**src/verilog/gpo_mux_status_map.vh**
```
/*
  register offsets, field positions, widths and reset values for the
  output-select, exact-frequency and status register group.
  assumes a register-access port that presents a 6-bit register index.
*/
`ifndef GPO_MUX_STATUS_MAP_VH
`define GPO_MUX_STATUS_MAP_VH

`define ADDR_W 6
`define DATA_W 24
`define OFF_EXACT_FREQ 6'h0c
`define OFF_OUT_SELECT 6'h0f
`define OFF_RSVD_A 6'h10
`define OFF_RSVD_B 6'h11
`define OFF_OUT_STATUS 6'h12
`define OFF_SELF_TEST 6'h13

`define EXACT_W 14
`define EXACT_RST 14'h0000
`define EXACT_MIN 14'h0002
`define SEL_W 10
`define SEL_RST 10'h001
`define SEL_LO 0
`define SEL_HI 4
`define SEL_TESTBIT 5
`define SEL_NOAUTOMUX 6
`define SEL_KEEPDRV 7
`define SRC_COUNT 32
`define SRC_TESTDATA 5'h00
`define SRC_LOCK 5'h01
`define SRC_LOCK_TRIG 5'h02
`define SRC_LOCK_WIN 5'h03
`define SRC_RING 5'h04
`define SRC_SLIP_A 5'h05
`define SRC_SLIP_B 5'h06
`define SRC_REF_BUF 5'h08
`define SRC_REF_DIV 5'h09
`define SRC_FB_DIV 5'h0a
`define SRC_MOD_CLK 5'h0b
`define SRC_AUX_CLK 5'h0c
`define SRC_AUX_SCLK 5'h0d
`define SRC_AUX_EN 5'h0e
`define SRC_AUX_DOUT 5'h0f
`define SRC_PHASE_DN 5'h10
`define SRC_PHASE_UP 5'h11
`define SRC_MOD_DLY 5'h12
`define SRC_MOD_CORE 5'h13
`define SRC_STB_INT 5'h14
`define SRC_STB_FRAC 5'h15
`define SRC_STB_AUX 5'h16
`define SRC_LATCH 5'h17
`define SRC_DIV_SYNC 5'h18
`define SRC_SEED 5'h19
`define SRC_BUF_EN 5'h1e
`define SRC_SOFT_RST 5'h1f
`define SEL_CODE_W 5
`define SYNC_DEPTH 2
`define ASYNC_N 2
`define ASYNC_LOCK 0
`define ASYNC_RING 1
`define SIG_W 16
`define ZERO_DATA 24'h00_0000
`define STATUS_PAD 22'h00_0000
`define TEST_PAD 7'h00

`endif

```
**src/verilog/gpo_mux_status_regs.v**
```verilog
/*
  output-select mux, exact-frequency channel count and read-only status
  registers of a fractional-n synthesizer register map.
  assumes a serial front end that decodes frames into a one-cycle write
  strobe or read strobe with a register index, all on clk; internal
  sources come from other clk-domain logic, except lockIn and ringOscIn
  which are asynchronous and are synchronised here.
*/
// Summary of operation
// - counts 0 and 1 disable exact mode
// - exact mode gives zero error at multiples
// - 5-bit select drives data-out, resets lock
// - codes 0 to 25 route listed sources, 7 unused
// - 26-29 unused; 30 buffer enable, 31 reset
// - select zero drives test-data bit
// - bit 6 stops lock auto-mux on data-out
// - bit 7 keeps data-out driver enabled
// - status reads output value and lock
// - self-test signature readable, 16 bits
// - self-test busy at bit 16, read live from selfTestRunning
// - 9-bit reserved reads zero, ignores writes
// - 19-bit reserved reads zero, ignores writes
`include "gpo_mux_status_map.vh"

module gpo_mux_status_regs (
  input wire clk,
  input wire rst_b,
  input wire wrStrobe,
  input wire rdStrobe,
  input wire [`ADDR_W-1:0] regAddr,
  input wire [`DATA_W-1:0] wrData,
  output wire [`DATA_W-1:0] rdData,
  output wire rdValid,
  input wire variantMode,
  input wire serialFrameActive,
  input wire serialDataOut,
  input wire lockIn,
  input wire lockTrigger,
  input wire lockWindow,
  input wire ringOscIn,
  input wire cycleSlipGuard,
  input wire refBufferOut,
  input wire refDividerOut,
  input wire feedbackDividerOut,
  input wire modulatorClock,
  input wire auxClock,
  input wire auxSerialClock,
  input wire auxSerialEnable,
  input wire auxSerialDataOut,
  input wire phaseDownPulse,
  input wire phaseUpPulse,
  input wire modDelayedClock,
  input wire modCoreClock,
  input wire autoStrobeInt,
  input wire autoStrobeFrac,
  input wire autoStrobeAux,
  input wire serialLatchEnable,
  input wire dividerSyncReset,
  input wire seedLoadStrobe,
  input wire serialBufferEnable,
  input wire softwareResetRequest,
  input wire [`SIG_W-1:0] selfTestSignature,
  input wire selfTestRunning,
  output wire [`EXACT_W-1:0] exactChannels,
  output wire exactEnable,
  output wire sdoOut,
  output wire sdoOe,
  output wire outputStatus
);

  reg [`EXACT_W-1:0] exactChannels_reg;
  reg [`EXACT_W-1:0] exactChannels_next;
  reg [`SEL_W-1:0] outSelect_reg;
  reg [`SEL_W-1:0] outSelect_next;
  reg [`EXACT_W-1:0] exactOut_reg;
  reg [`EXACT_W-1:0] exactOut_next;
  reg exactEnable_reg;
  reg exactEnable_next;
  reg sdoOut_reg;
  reg sdoOut_next;
  reg sdoOe_reg;
  reg sdoOe_next;
  reg outputStatus_reg;
  reg outputStatus_next;
  reg [`DATA_W-1:0] rdData_reg;
  reg [`DATA_W-1:0] rdData_next;
  reg rdValid_reg;
  reg rdValid_next;
  reg muxOut;
  wire [`ASYNC_N-1:0] asyncIn;
  wire [`ASYNC_N-1:0] asyncSync;
  wire [`SEL_CODE_W-1:0] srcSel;
  wire lockLive;
  wire ringLive;
  wire writeExact;
  wire writeSelect;
  genvar g;

  // index compare shared by write and read decode
  function hit;
    input [`ADDR_W-1:0] a;
    input [`ADDR_W-1:0] off;
    begin
      hit = (a == off);
    end
  endfunction

  assign asyncIn[`ASYNC_LOCK] = lockIn;
  assign asyncIn[`ASYNC_RING] = ringOscIn;
  assign lockLive = asyncSync[`ASYNC_LOCK];
  assign ringLive = asyncSync[`ASYNC_RING];
  assign srcSel = outSelect_reg[`SEL_HI:`SEL_LO];
  assign writeExact = wrStrobe && hit(regAddr, `OFF_EXACT_FREQ);
  assign writeSelect = wrStrobe && hit(regAddr, `OFF_OUT_SELECT);

  assign exactChannels = exactOut_reg;
  assign exactEnable = exactEnable_reg;
  assign sdoOut = sdoOut_reg;
  assign sdoOe = sdoOe_reg;
  assign outputStatus = outputStatus_reg;
  assign rdData = rdData_reg;
  assign rdValid = rdValid_reg;

  // two flops before any logic reads an asynchronous input; only the
  // last stage is read, the first may still be settling
  generate
    for (g = 0; g < `ASYNC_N; g = g + 1) begin : syncStage
      reg [`SYNC_DEPTH-1:0] stage_reg;
      always @(posedge clk or negedge rst_b) begin
        if (!rst_b) begin
          stage_reg <= {`SYNC_DEPTH{1'b0}};
        end else begin
          stage_reg <= {stage_reg[`SYNC_DEPTH-2:0], asyncIn[g]};
        end
      end
      assign asyncSync[g] = stage_reg[`SYNC_DEPTH-1];
    end
  endgenerate

  // writes to reserved and read-only indices match neither strobe and drop
  always @* begin
    exactChannels_next = exactChannels_reg;
    outSelect_next = outSelect_reg;
    if (writeExact) begin
      exactChannels_next = wrData[`EXACT_W-1:0];
    end
    if (writeSelect) begin
      outSelect_next = wrData[`SEL_W-1:0];
    end
  end

  always @(posedge clk or negedge rst_b) begin
    if (!rst_b) begin
      exactChannels_reg <= `EXACT_RST;
      outSelect_reg <= `SEL_RST;
    end else begin
      exactChannels_reg <= exactChannels_next;
      outSelect_reg <= outSelect_next;
    end
  end

  // source table; codes 7 and 26 to 29 have no source and give 0
  always @* begin
    case (srcSel)
      `SRC_TESTDATA: begin
        muxOut = outSelect_reg[`SEL_TESTBIT];
      end
      `SRC_LOCK: begin
        muxOut = lockLive;
      end
      `SRC_LOCK_TRIG: begin
        muxOut = lockTrigger;
      end
      `SRC_LOCK_WIN: begin
        muxOut = lockWindow;
      end
      `SRC_RING: begin
        muxOut = ringLive;
      end
      `SRC_SLIP_A: begin
        muxOut = cycleSlipGuard;
      end
      `SRC_SLIP_B: begin
        muxOut = cycleSlipGuard;
      end
      `SRC_REF_BUF: begin
        muxOut = refBufferOut;
      end
      `SRC_REF_DIV: begin
        muxOut = refDividerOut;
      end
      `SRC_FB_DIV: begin
        muxOut = feedbackDividerOut;
      end
      `SRC_MOD_CLK: begin
        muxOut = modulatorClock;
      end
      `SRC_AUX_CLK: begin
        muxOut = auxClock;
      end
      `SRC_AUX_SCLK: begin
        muxOut = auxSerialClock;
      end
      `SRC_AUX_EN: begin
        muxOut = auxSerialEnable;
      end
      `SRC_AUX_DOUT: begin
        muxOut = auxSerialDataOut;
      end
      `SRC_PHASE_DN: begin
        muxOut = phaseDownPulse;
      end
      `SRC_PHASE_UP: begin
        muxOut = phaseUpPulse;
      end
      `SRC_MOD_DLY: begin
        muxOut = modDelayedClock;
      end
      `SRC_MOD_CORE: begin
        muxOut = modCoreClock;
      end
      `SRC_STB_INT: begin
        muxOut = autoStrobeInt;
      end
      `SRC_STB_FRAC: begin
        muxOut = autoStrobeFrac;
      end
      `SRC_STB_AUX: begin
        muxOut = autoStrobeAux;
      end
      `SRC_LATCH: begin
        muxOut = serialLatchEnable;
      end
      `SRC_DIV_SYNC: begin
        muxOut = dividerSyncReset;
      end
      `SRC_SEED: begin
        muxOut = seedLoadStrobe;
      end
      `SRC_BUF_EN: begin
        muxOut = serialBufferEnable;
      end
      `SRC_SOFT_RST: begin
        muxOut = softwareResetRequest;
      end
      default: begin
        muxOut = 1'b0;
      end
    endcase
  end

  // fast sources are resampled at clk, so edges narrower than a period
  // can be missed on the pin
  always @* begin
    outputStatus_next = muxOut;
    if (serialFrameActive) begin
      sdoOut_next = serialDataOut;
    end else if (outSelect_reg[`SEL_NOAUTOMUX]) begin
      sdoOut_next = muxOut;
    end else begin
      sdoOut_next = lockLive;
    end
    sdoOe_next = serialFrameActive | outSelect_reg[`SEL_KEEPDRV];
  end

  // count is passed on only in variant mode; modulator does the math
  always @* begin
    if (variantMode) begin
      exactOut_next = exactChannels_reg;
      exactEnable_next = (exactChannels_reg >= `EXACT_MIN);
    end else begin
      exactOut_next = `EXACT_RST;
      exactEnable_next = 1'b0;
    end
  end

  // read data sampled live at the strobe and held until the next read
  always @* begin
    rdValid_next = rdStrobe;
    rdData_next = rdData_reg;
    if (rdStrobe) begin
      if (hit(regAddr, `OFF_EXACT_FREQ)) begin
        rdData_next = {{(`DATA_W-`EXACT_W){1'b0}}, exactChannels_reg};
      end else if (hit(regAddr, `OFF_OUT_SELECT)) begin
        rdData_next = {{(`DATA_W-`SEL_W){1'b0}}, outSelect_reg};
      end else if (hit(regAddr, `OFF_OUT_STATUS)) begin
        rdData_next = {`STATUS_PAD, lockLive, muxOut};
      end else if (hit(regAddr, `OFF_SELF_TEST)) begin
        rdData_next = {`TEST_PAD, selfTestRunning, selfTestSignature};
      end else begin
        rdData_next = `ZERO_DATA;
      end
    end
  end

  always @(posedge clk or negedge rst_b) begin
    if (!rst_b) begin
      sdoOut_reg <= 1'b0;
      sdoOe_reg <= 1'b0;
      outputStatus_reg <= 1'b0;
      exactOut_reg <= `EXACT_RST;
      exactEnable_reg <= 1'b0;
      rdData_reg <= `ZERO_DATA;
      rdValid_reg <= 1'b0;
    end else begin
      sdoOut_reg <= sdoOut_next;
      sdoOe_reg <= sdoOe_next;
      outputStatus_reg <= outputStatus_next;
      exactOut_reg <= exactOut_next;
      exactEnable_reg <= exactEnable_next;
      rdData_reg <= rdData_next;
      rdValid_reg <= rdValid_next;
    end
  end

endmodule

```
**config.mk**
```make
export PLATFORM = sky130hd
export DESIGN_NAME = gpo_mux_status_regs
export DESIGN_NICKNAME = d
export VERILOG_FILES = /design/src/verilog/gpo_mux_status_regs.v
export VERILOG_INCLUDE_DIRS = /design/src /design/src/verilog
export SDC_FILE = /design/constraint.sdc
export NUM_CORES = 1
export LEC_CHECK = 0
export ABC_AREA = 1
export BUFFER_PORTS_ARGS = -buffer_cell sky130_fd_sc_hd__buf_4
export CAP_MARGIN = 20
export CELL_PAD_IN_SITES_DETAIL_PLACEMENT = 0
export CELL_PAD_IN_SITES_GLOBAL_PLACEMENT = 1
export CORE_MARGIN = 8
export CORE_UTILIZATION = 30
export DETAILED_ROUTE_END_ITERATION = 6
export PLACE_DENSITY = 0.72
export SETUP_SLACK_MARGIN = 0.05
export SLEW_MARGIN = 20
export SYNTH_ARGS = -nofsm -noshare
export SYNTH_HDL_FRONTEND = slang
export SYNTH_SLANG_ARGS = --single-unit
```
**constraint.sdc**
```tcl
create_clock -name clk -period 1.49 [get_ports clk]
set_input_delay 0.298 -clock clk [delete_from_list [all_inputs] [get_ports clk]]
set_output_delay 0.298 -clock clk [all_outputs]
set_load 0.005 [all_outputs]
```
## Word level (Yosys, flattened, before mapping)

Cells that the tools add are included.

- Reduce and logical (&&, ||, !) cells: 4
- Bitwise operators: 1
- Add/subtract/negate cells: 0
- $mul: 0
- Divide/modulo/power cells: 0
- Shifts and indexed selects: 0
- Muxes and demuxes: 9
- Equality and inequality tests: 30
- Order comparisons: 1

Operators with widths:

| cell | count |
|---|---|
| $mux 17 | 4 |
| $eq 5x5->1 const B | 12 |
| $eq 5x4->1 const B | 8 |
| $pmux 1 s26 | 1 |
| $eq 5x3->1 const B | 3 |
| $ge 14x2->1 const B | 1 |
| $mux 14 | 1 |
| $eq 6x4->1 const B | 2 |
| $eq 6x5->1 const B | 2 |
| $eq 5x2->1 const B | 2 |
| $eq 5x1->1 const B | 1 |
| $logic_not 5->1 | 1 |
| $mux 1 | 3 |
| $logic_and 1x1->1 | 2 |
| $reduce_or 2->1 | 1 |
| $or 1x1->1 | 1 |

- Logic and storage cells: 56
- Output and inout bits: 43
- Latch bits: 0
- Memories: 0
- Bits in writable memories: 0
- Bits in registers: 71
- Input bits: 79
- ROM bits: 0

## Longest topological paths before layout

- Depth in word-level cells: 6
- Mapped depth: 13
- Gate-level depth less buffers: 12

## Worst setup path after synthesis

OpenSTA, ideal clock, no wires.

- Path type: flip-flop to flip-flop
- Start point: register outSelect_reg[0]
- End point: register rdData_reg[0], in the netlist rdData[0]
- Arrival: 1.277 ns
- Period minus slack after synthesis: 1.393 ns
- Setup slack: 0.097 ns
- Library setup time: 0.116 ns
- Stages on the path, launching flop included: 12
- Buffers on the path: 0
- Required time: 1.374 ns
- Path through: dfstp_2 > nor2_2 > nand3_1 > nand2_1 > nor2_1 > nand2_1 > nor2_2 > nand3_2 > nand2_1 > nand3_1 > nand2_1 > nand2_1

- Word-level cells in the longest chain between the ends: 6
- Elaborated cells between the ends (all ways): 32
- Those cells by class: eq/ne: 26; mux: 4; reduce/logical: 2

Ends and longest elaborated chain:

| item | line | RTL |
|---|---|---|
| start: declaration | gpo_mux_status_regs.v:73 | `` reg [`SEL_W-1:0] outSelect_reg; `` |
| start signal: assignment | gpo_mux_status_regs.v:155 | `` outSelect_reg <= `SEL_RST; `` |
| start signal: assignment | gpo_mux_status_regs.v:158 | `outSelect_reg <= outSelect_next;` |
| $eq 5x3->1 | gpo_mux_status_regs.v:164 | `case (srcSel)` |
| $reduce_or 2->1 (no source line) | - |  |
| $pmux 1 s26 * | gpo_mux_status_regs.v:164 |  |
| named net muxOut | gpo_mux_status_regs.v:89 | `reg muxOut;` |
| $mux 17 * | gpo_mux_status_regs.v:286 | `` end else if (hit(regAddr, `OFF_OUT_STATUS)) begin `` |
| $mux 17 * | gpo_mux_status_regs.v:284 | `` end else if (hit(regAddr, `OFF_OUT_SELECT)) begin `` |
| $mux 17 * | gpo_mux_status_regs.v:282 | `` if (hit(regAddr, `OFF_EXACT_FREQ)) begin `` |
| end signal: assignment | gpo_mux_status_regs.v:303 | `` rdData_reg <= `ZERO_DATA; `` |
| end signal: assignment | gpo_mux_status_regs.v:311 | `rdData_reg <= rdData_next;` |
| end: declaration | gpo_mux_status_regs.v:85 | `` reg [`DATA_W-1:0] rdData_reg; `` |

Mark *: on every way through the listed nets, which the timed path passes. The rest lies on a longest branch.
A chain may end at the register's enable or synchronous reset.

## Worst setup path in the final report

Same ends and word-level chain as after synthesis.

==> impl_results.md <==
- Status: complete, but fails checks
- Violated checks: setup timing
- Clock insertion delay at the later pin of the skew report: 0.33 ns
- Die Y: 116 µm
- Register area: 1600 µm²
- N_diodes: 0
- Multiplexer share of the synthesized area: 1.51%
- Power density over cell area: 1010 nW/µm²
- Length of the first detailed-routing pass in iterations: 4
- Proportion of synthesized chip area in sequential cells: 53.8%
- TritonCTS buffer count: 9
- Flip-flop count of the largest register, all copies and words added: 28
- DRC violation count after routing: 0
- Detailed-placement wirelength estimate: 7180 µm
- Placed cell count: 608
- Final hold violation count: 0
- Count of buffers from port buffering: 104
- Final Cell Area: 4290 µm²
- Static leakage: 0.00235 µW
- Critical path arrival: 1.90 ns
- Number of inserted filler cells in the final layout: 982
- Initial antenna violation count: 0
- Simple-gate portion of the synthesized area: 24.4%
- Clock sink total: 64
- Final wirelength: 9000 µm
- CP startpoint kind: register
- GRT Util Overall: 13.8%
- Layout cells sized above 1: 33.6%
- Area share of the largest cell type after synthesis: 52.9%
- DR vias/cell: 4.32
- First-pass GRT wire length: 14200 µm
- DIE AREA: 13400 µm²
- Xor and xnor area share after synthesis: 0%
- Series of cell instances along the critical path: inv_2, nor2_4, nand3_1, nand2_1, nor2_1, nand2_1, nand2_1, nand3_2, nand2_1, nand3_1, nand2_1, nand2_1
- Worst Setup Slack, final: -0.135 ns
- Post-Synth Adder-Cell Area: 0%
- CTS Root Buffer Type: clkbuf_8
- Setup crit end kind: register
- Remaining global-route overflow: 0
- Max FO, Critical Path: 6
- Number of max-cap violations: 0
- Cell occurring most often along the worst timing path: nand2_1
- Max Clock Skew: 0.00768 ns
- Period utilization: 109%
- Number of global-route vias before repair: 2792
- Critical Path Slowest Stage Cell: dfstp_2
- Maximum buffer depth of the clock tree: 2
- TritonCTS clock tree: built
- Cell type contributing the most total cell area after synthesis: dfrtp_1
- Core Box Area: 9680 µm²
- Number of enable flip-flop cells after synthesis: 0
- Number of distinct standard cells referenced by the synthesized netlist: 30
- Placement Cell Area: 4040 µm²
- IR Drop Worst-Case VDD: 0.341 mV
- Effective utilization at floorplan: 30.7%
- Worst-case hold slack: 0.0669 ns
- Synthesized cell area: 2980 µm²
- Share of the synthesized area in compound gates (AO/OA/AOI/OAI): 10.2%
- Time the worst path needs with I/O delays and setup: 1.62 ns
- Syn Area/Cell: 8.25 µm²
- Unrepaired setup endpoints after global routing: yes
- Req. time, crit path: 1.76 ns
- Clock-pin slew on the worst setup and hold paths: 0.07 ns
- Hold Path Class: primary input to register
- Cell types with the largest area share after synthesis: dfrtp_1 53%, nand2_1 12%, inv_1 5.3%, nand3_1 4.5%, o21ai_0 3.5%
- Final number of max-transition violations: 0
- Commonest cells in the synthesized netlist: 99 x nand2_1, 63 x dfrtp_1, 42 x inv_1
- I/O pin cnt: 122
- Initial detailed-routing violation count: 123
- Setup violation total in the final timing report: 3
- Most instantiated flip-flop cell in the synthesis netlist: dfrtp_1
- Worst path max stage delay: 0.63 ns
- Synth warn: 0
- Area grow syn2layout: 43.9%
- Post-DRT Antenna Nets: 0
- Synth async-reset ratio: 100%
- Pin count of the biggest net entering global routing: 38
- Area of the multi-input gates: 1110 µm²
- Routed wire length per instance: 14.4 µm
- Vias after detailed routing: 2707
- Combinational family with the most area after synthesis: simple AND/OR/NAND/NOR gates
- Number of levels in the clock H-tree: 3
- Placer Congestion: 0.797
- Path type of the worst setup path: register to register
- Die span in x: 116 µm
- Net count, final: 568
- Row Count: 36
- Register bit total from synthesis: 64
- Cell with the most instances after synthesis: nand2_1
- Non-Filler Instances: 627
- Cell count after synthesis: 361
- Fmax achieved: 616 MHz
[power breakdown]
group	internal (µW)	total, µW	switching [µW]
Sequential	1890	2030	140
Clock	858	1520	661
Combinational	403	792	390
[layout by cell type (no fill, tap or decap), types with 2 or more instances in the layout]
| cell type | n |
|---|---|
| a21oi_1 | 11 |
| a221oi_1 | 6 |
| a22o_1 | 2 |
| buf_12 | 2 |
| buf_4 | 128 |
| clkbuf_8 | 11 |
| clkinv_1 | 2 |
| clkinv_2 | 2 |
| clkinvlp_4 | 2 |
| conb_1 | 7 |
| dfrtp_1 | 63 |
| inv_1 | 42 |
| inv_2 | 5 |
| mux2_2 | 4 |
| nand2_1 | 99 |
| nand3_1 | 26 |
| nand3_2 | 2 |
| nor2_1 | 27 |
| nor2_2 | 3 |
| nor2_4 | 4 |
| nor3_1 | 3 |
| nor4_1 | 2 |
| o21ai_0 | 21 |
| o21ai_1 | 11 |
[stage by stage]
step / TNS [ns] / setup WS (ns) / total power [µW] / util (%)
4_1_cts: -0.232 / -0.164 / 4370 / 44.0
2_1_floorplan: 0 / 0.0965 / 2370 / -
3_5_place_dp: -0.379 / -0.143 / 2830 / 41.7
3_3_place_gp: -0.252 / -0.128 / 2820 / 41.7
6_report: -0.246 / -0.135 / 4340 / 44.3
5_1_grt: -0.618 / -0.277 / 4570 / 44.3
[worst max-delay path: cells and delay by family (launching register included)]
kind / cells / cell delay (ns)
flops: 1 / 0.63
buf+inv: 1 / 0.09
simple gates: 11 / 0.85
[metal layers]
layer  up-vias  track usage [%]  share of wire [%]
met1      1195             17.1                 46
met3        10             6.10                 11
met4         0             4.67                1.5
met2       117             20.9                 42
met5         -                0                  0
li1       1385                -                  -
[repair_timing]
action / 4_1_cts / 5_1_grt
pin swaps: 0 / 1
resized for setup: 0 / 3
setup endpoints to repair: 2 / 3
buffers inserted: 1 / 1
gates cloned: 0 / 0
hold endpoints to repair: 26 / 0
hold buffers: 1 / 0
[layout make-up]
class	count	share of cell area (%)
clock buffers	11	3.53
repair buffers	131	23.6
flip-flops and latches	64	37.4
clock inverters	5	1.28
multi-input cells	234	26.0
inverters	49	4.29
well taps	133	3.88
[final timing paths]
path / start / end / slack, ns / depth (start not counted)
hold reg to reg: syncStage[0].stage_reg[0] / syncStage[0].stage_reg[1] / 0.35 / 0
min in group asynchronous: rst_b / exactChannels[2] / 0.43 / 2
setup reg to reg: outSelect_reg[0] / rdData[0] / -0.13 / 12
hold / removal: lockIn / syncStage[0].stage_reg[0] / 0.07 / 1
setup / recovery: outSelect_reg[0] / rdData[0] / -0.13 / 12
max in group asynchronous: rst_b / rdData[1] / 0.55 / 3
[kinds of logic (layout without fill, tap and decap cells)]
logic type,Yosys count,in the layout
simple gates,170,170
buf+inv,69,196
flops,64,64
compound gates,53,53
mux,4,4
other cells,1,7
Power figures use the tool's default switching activity.
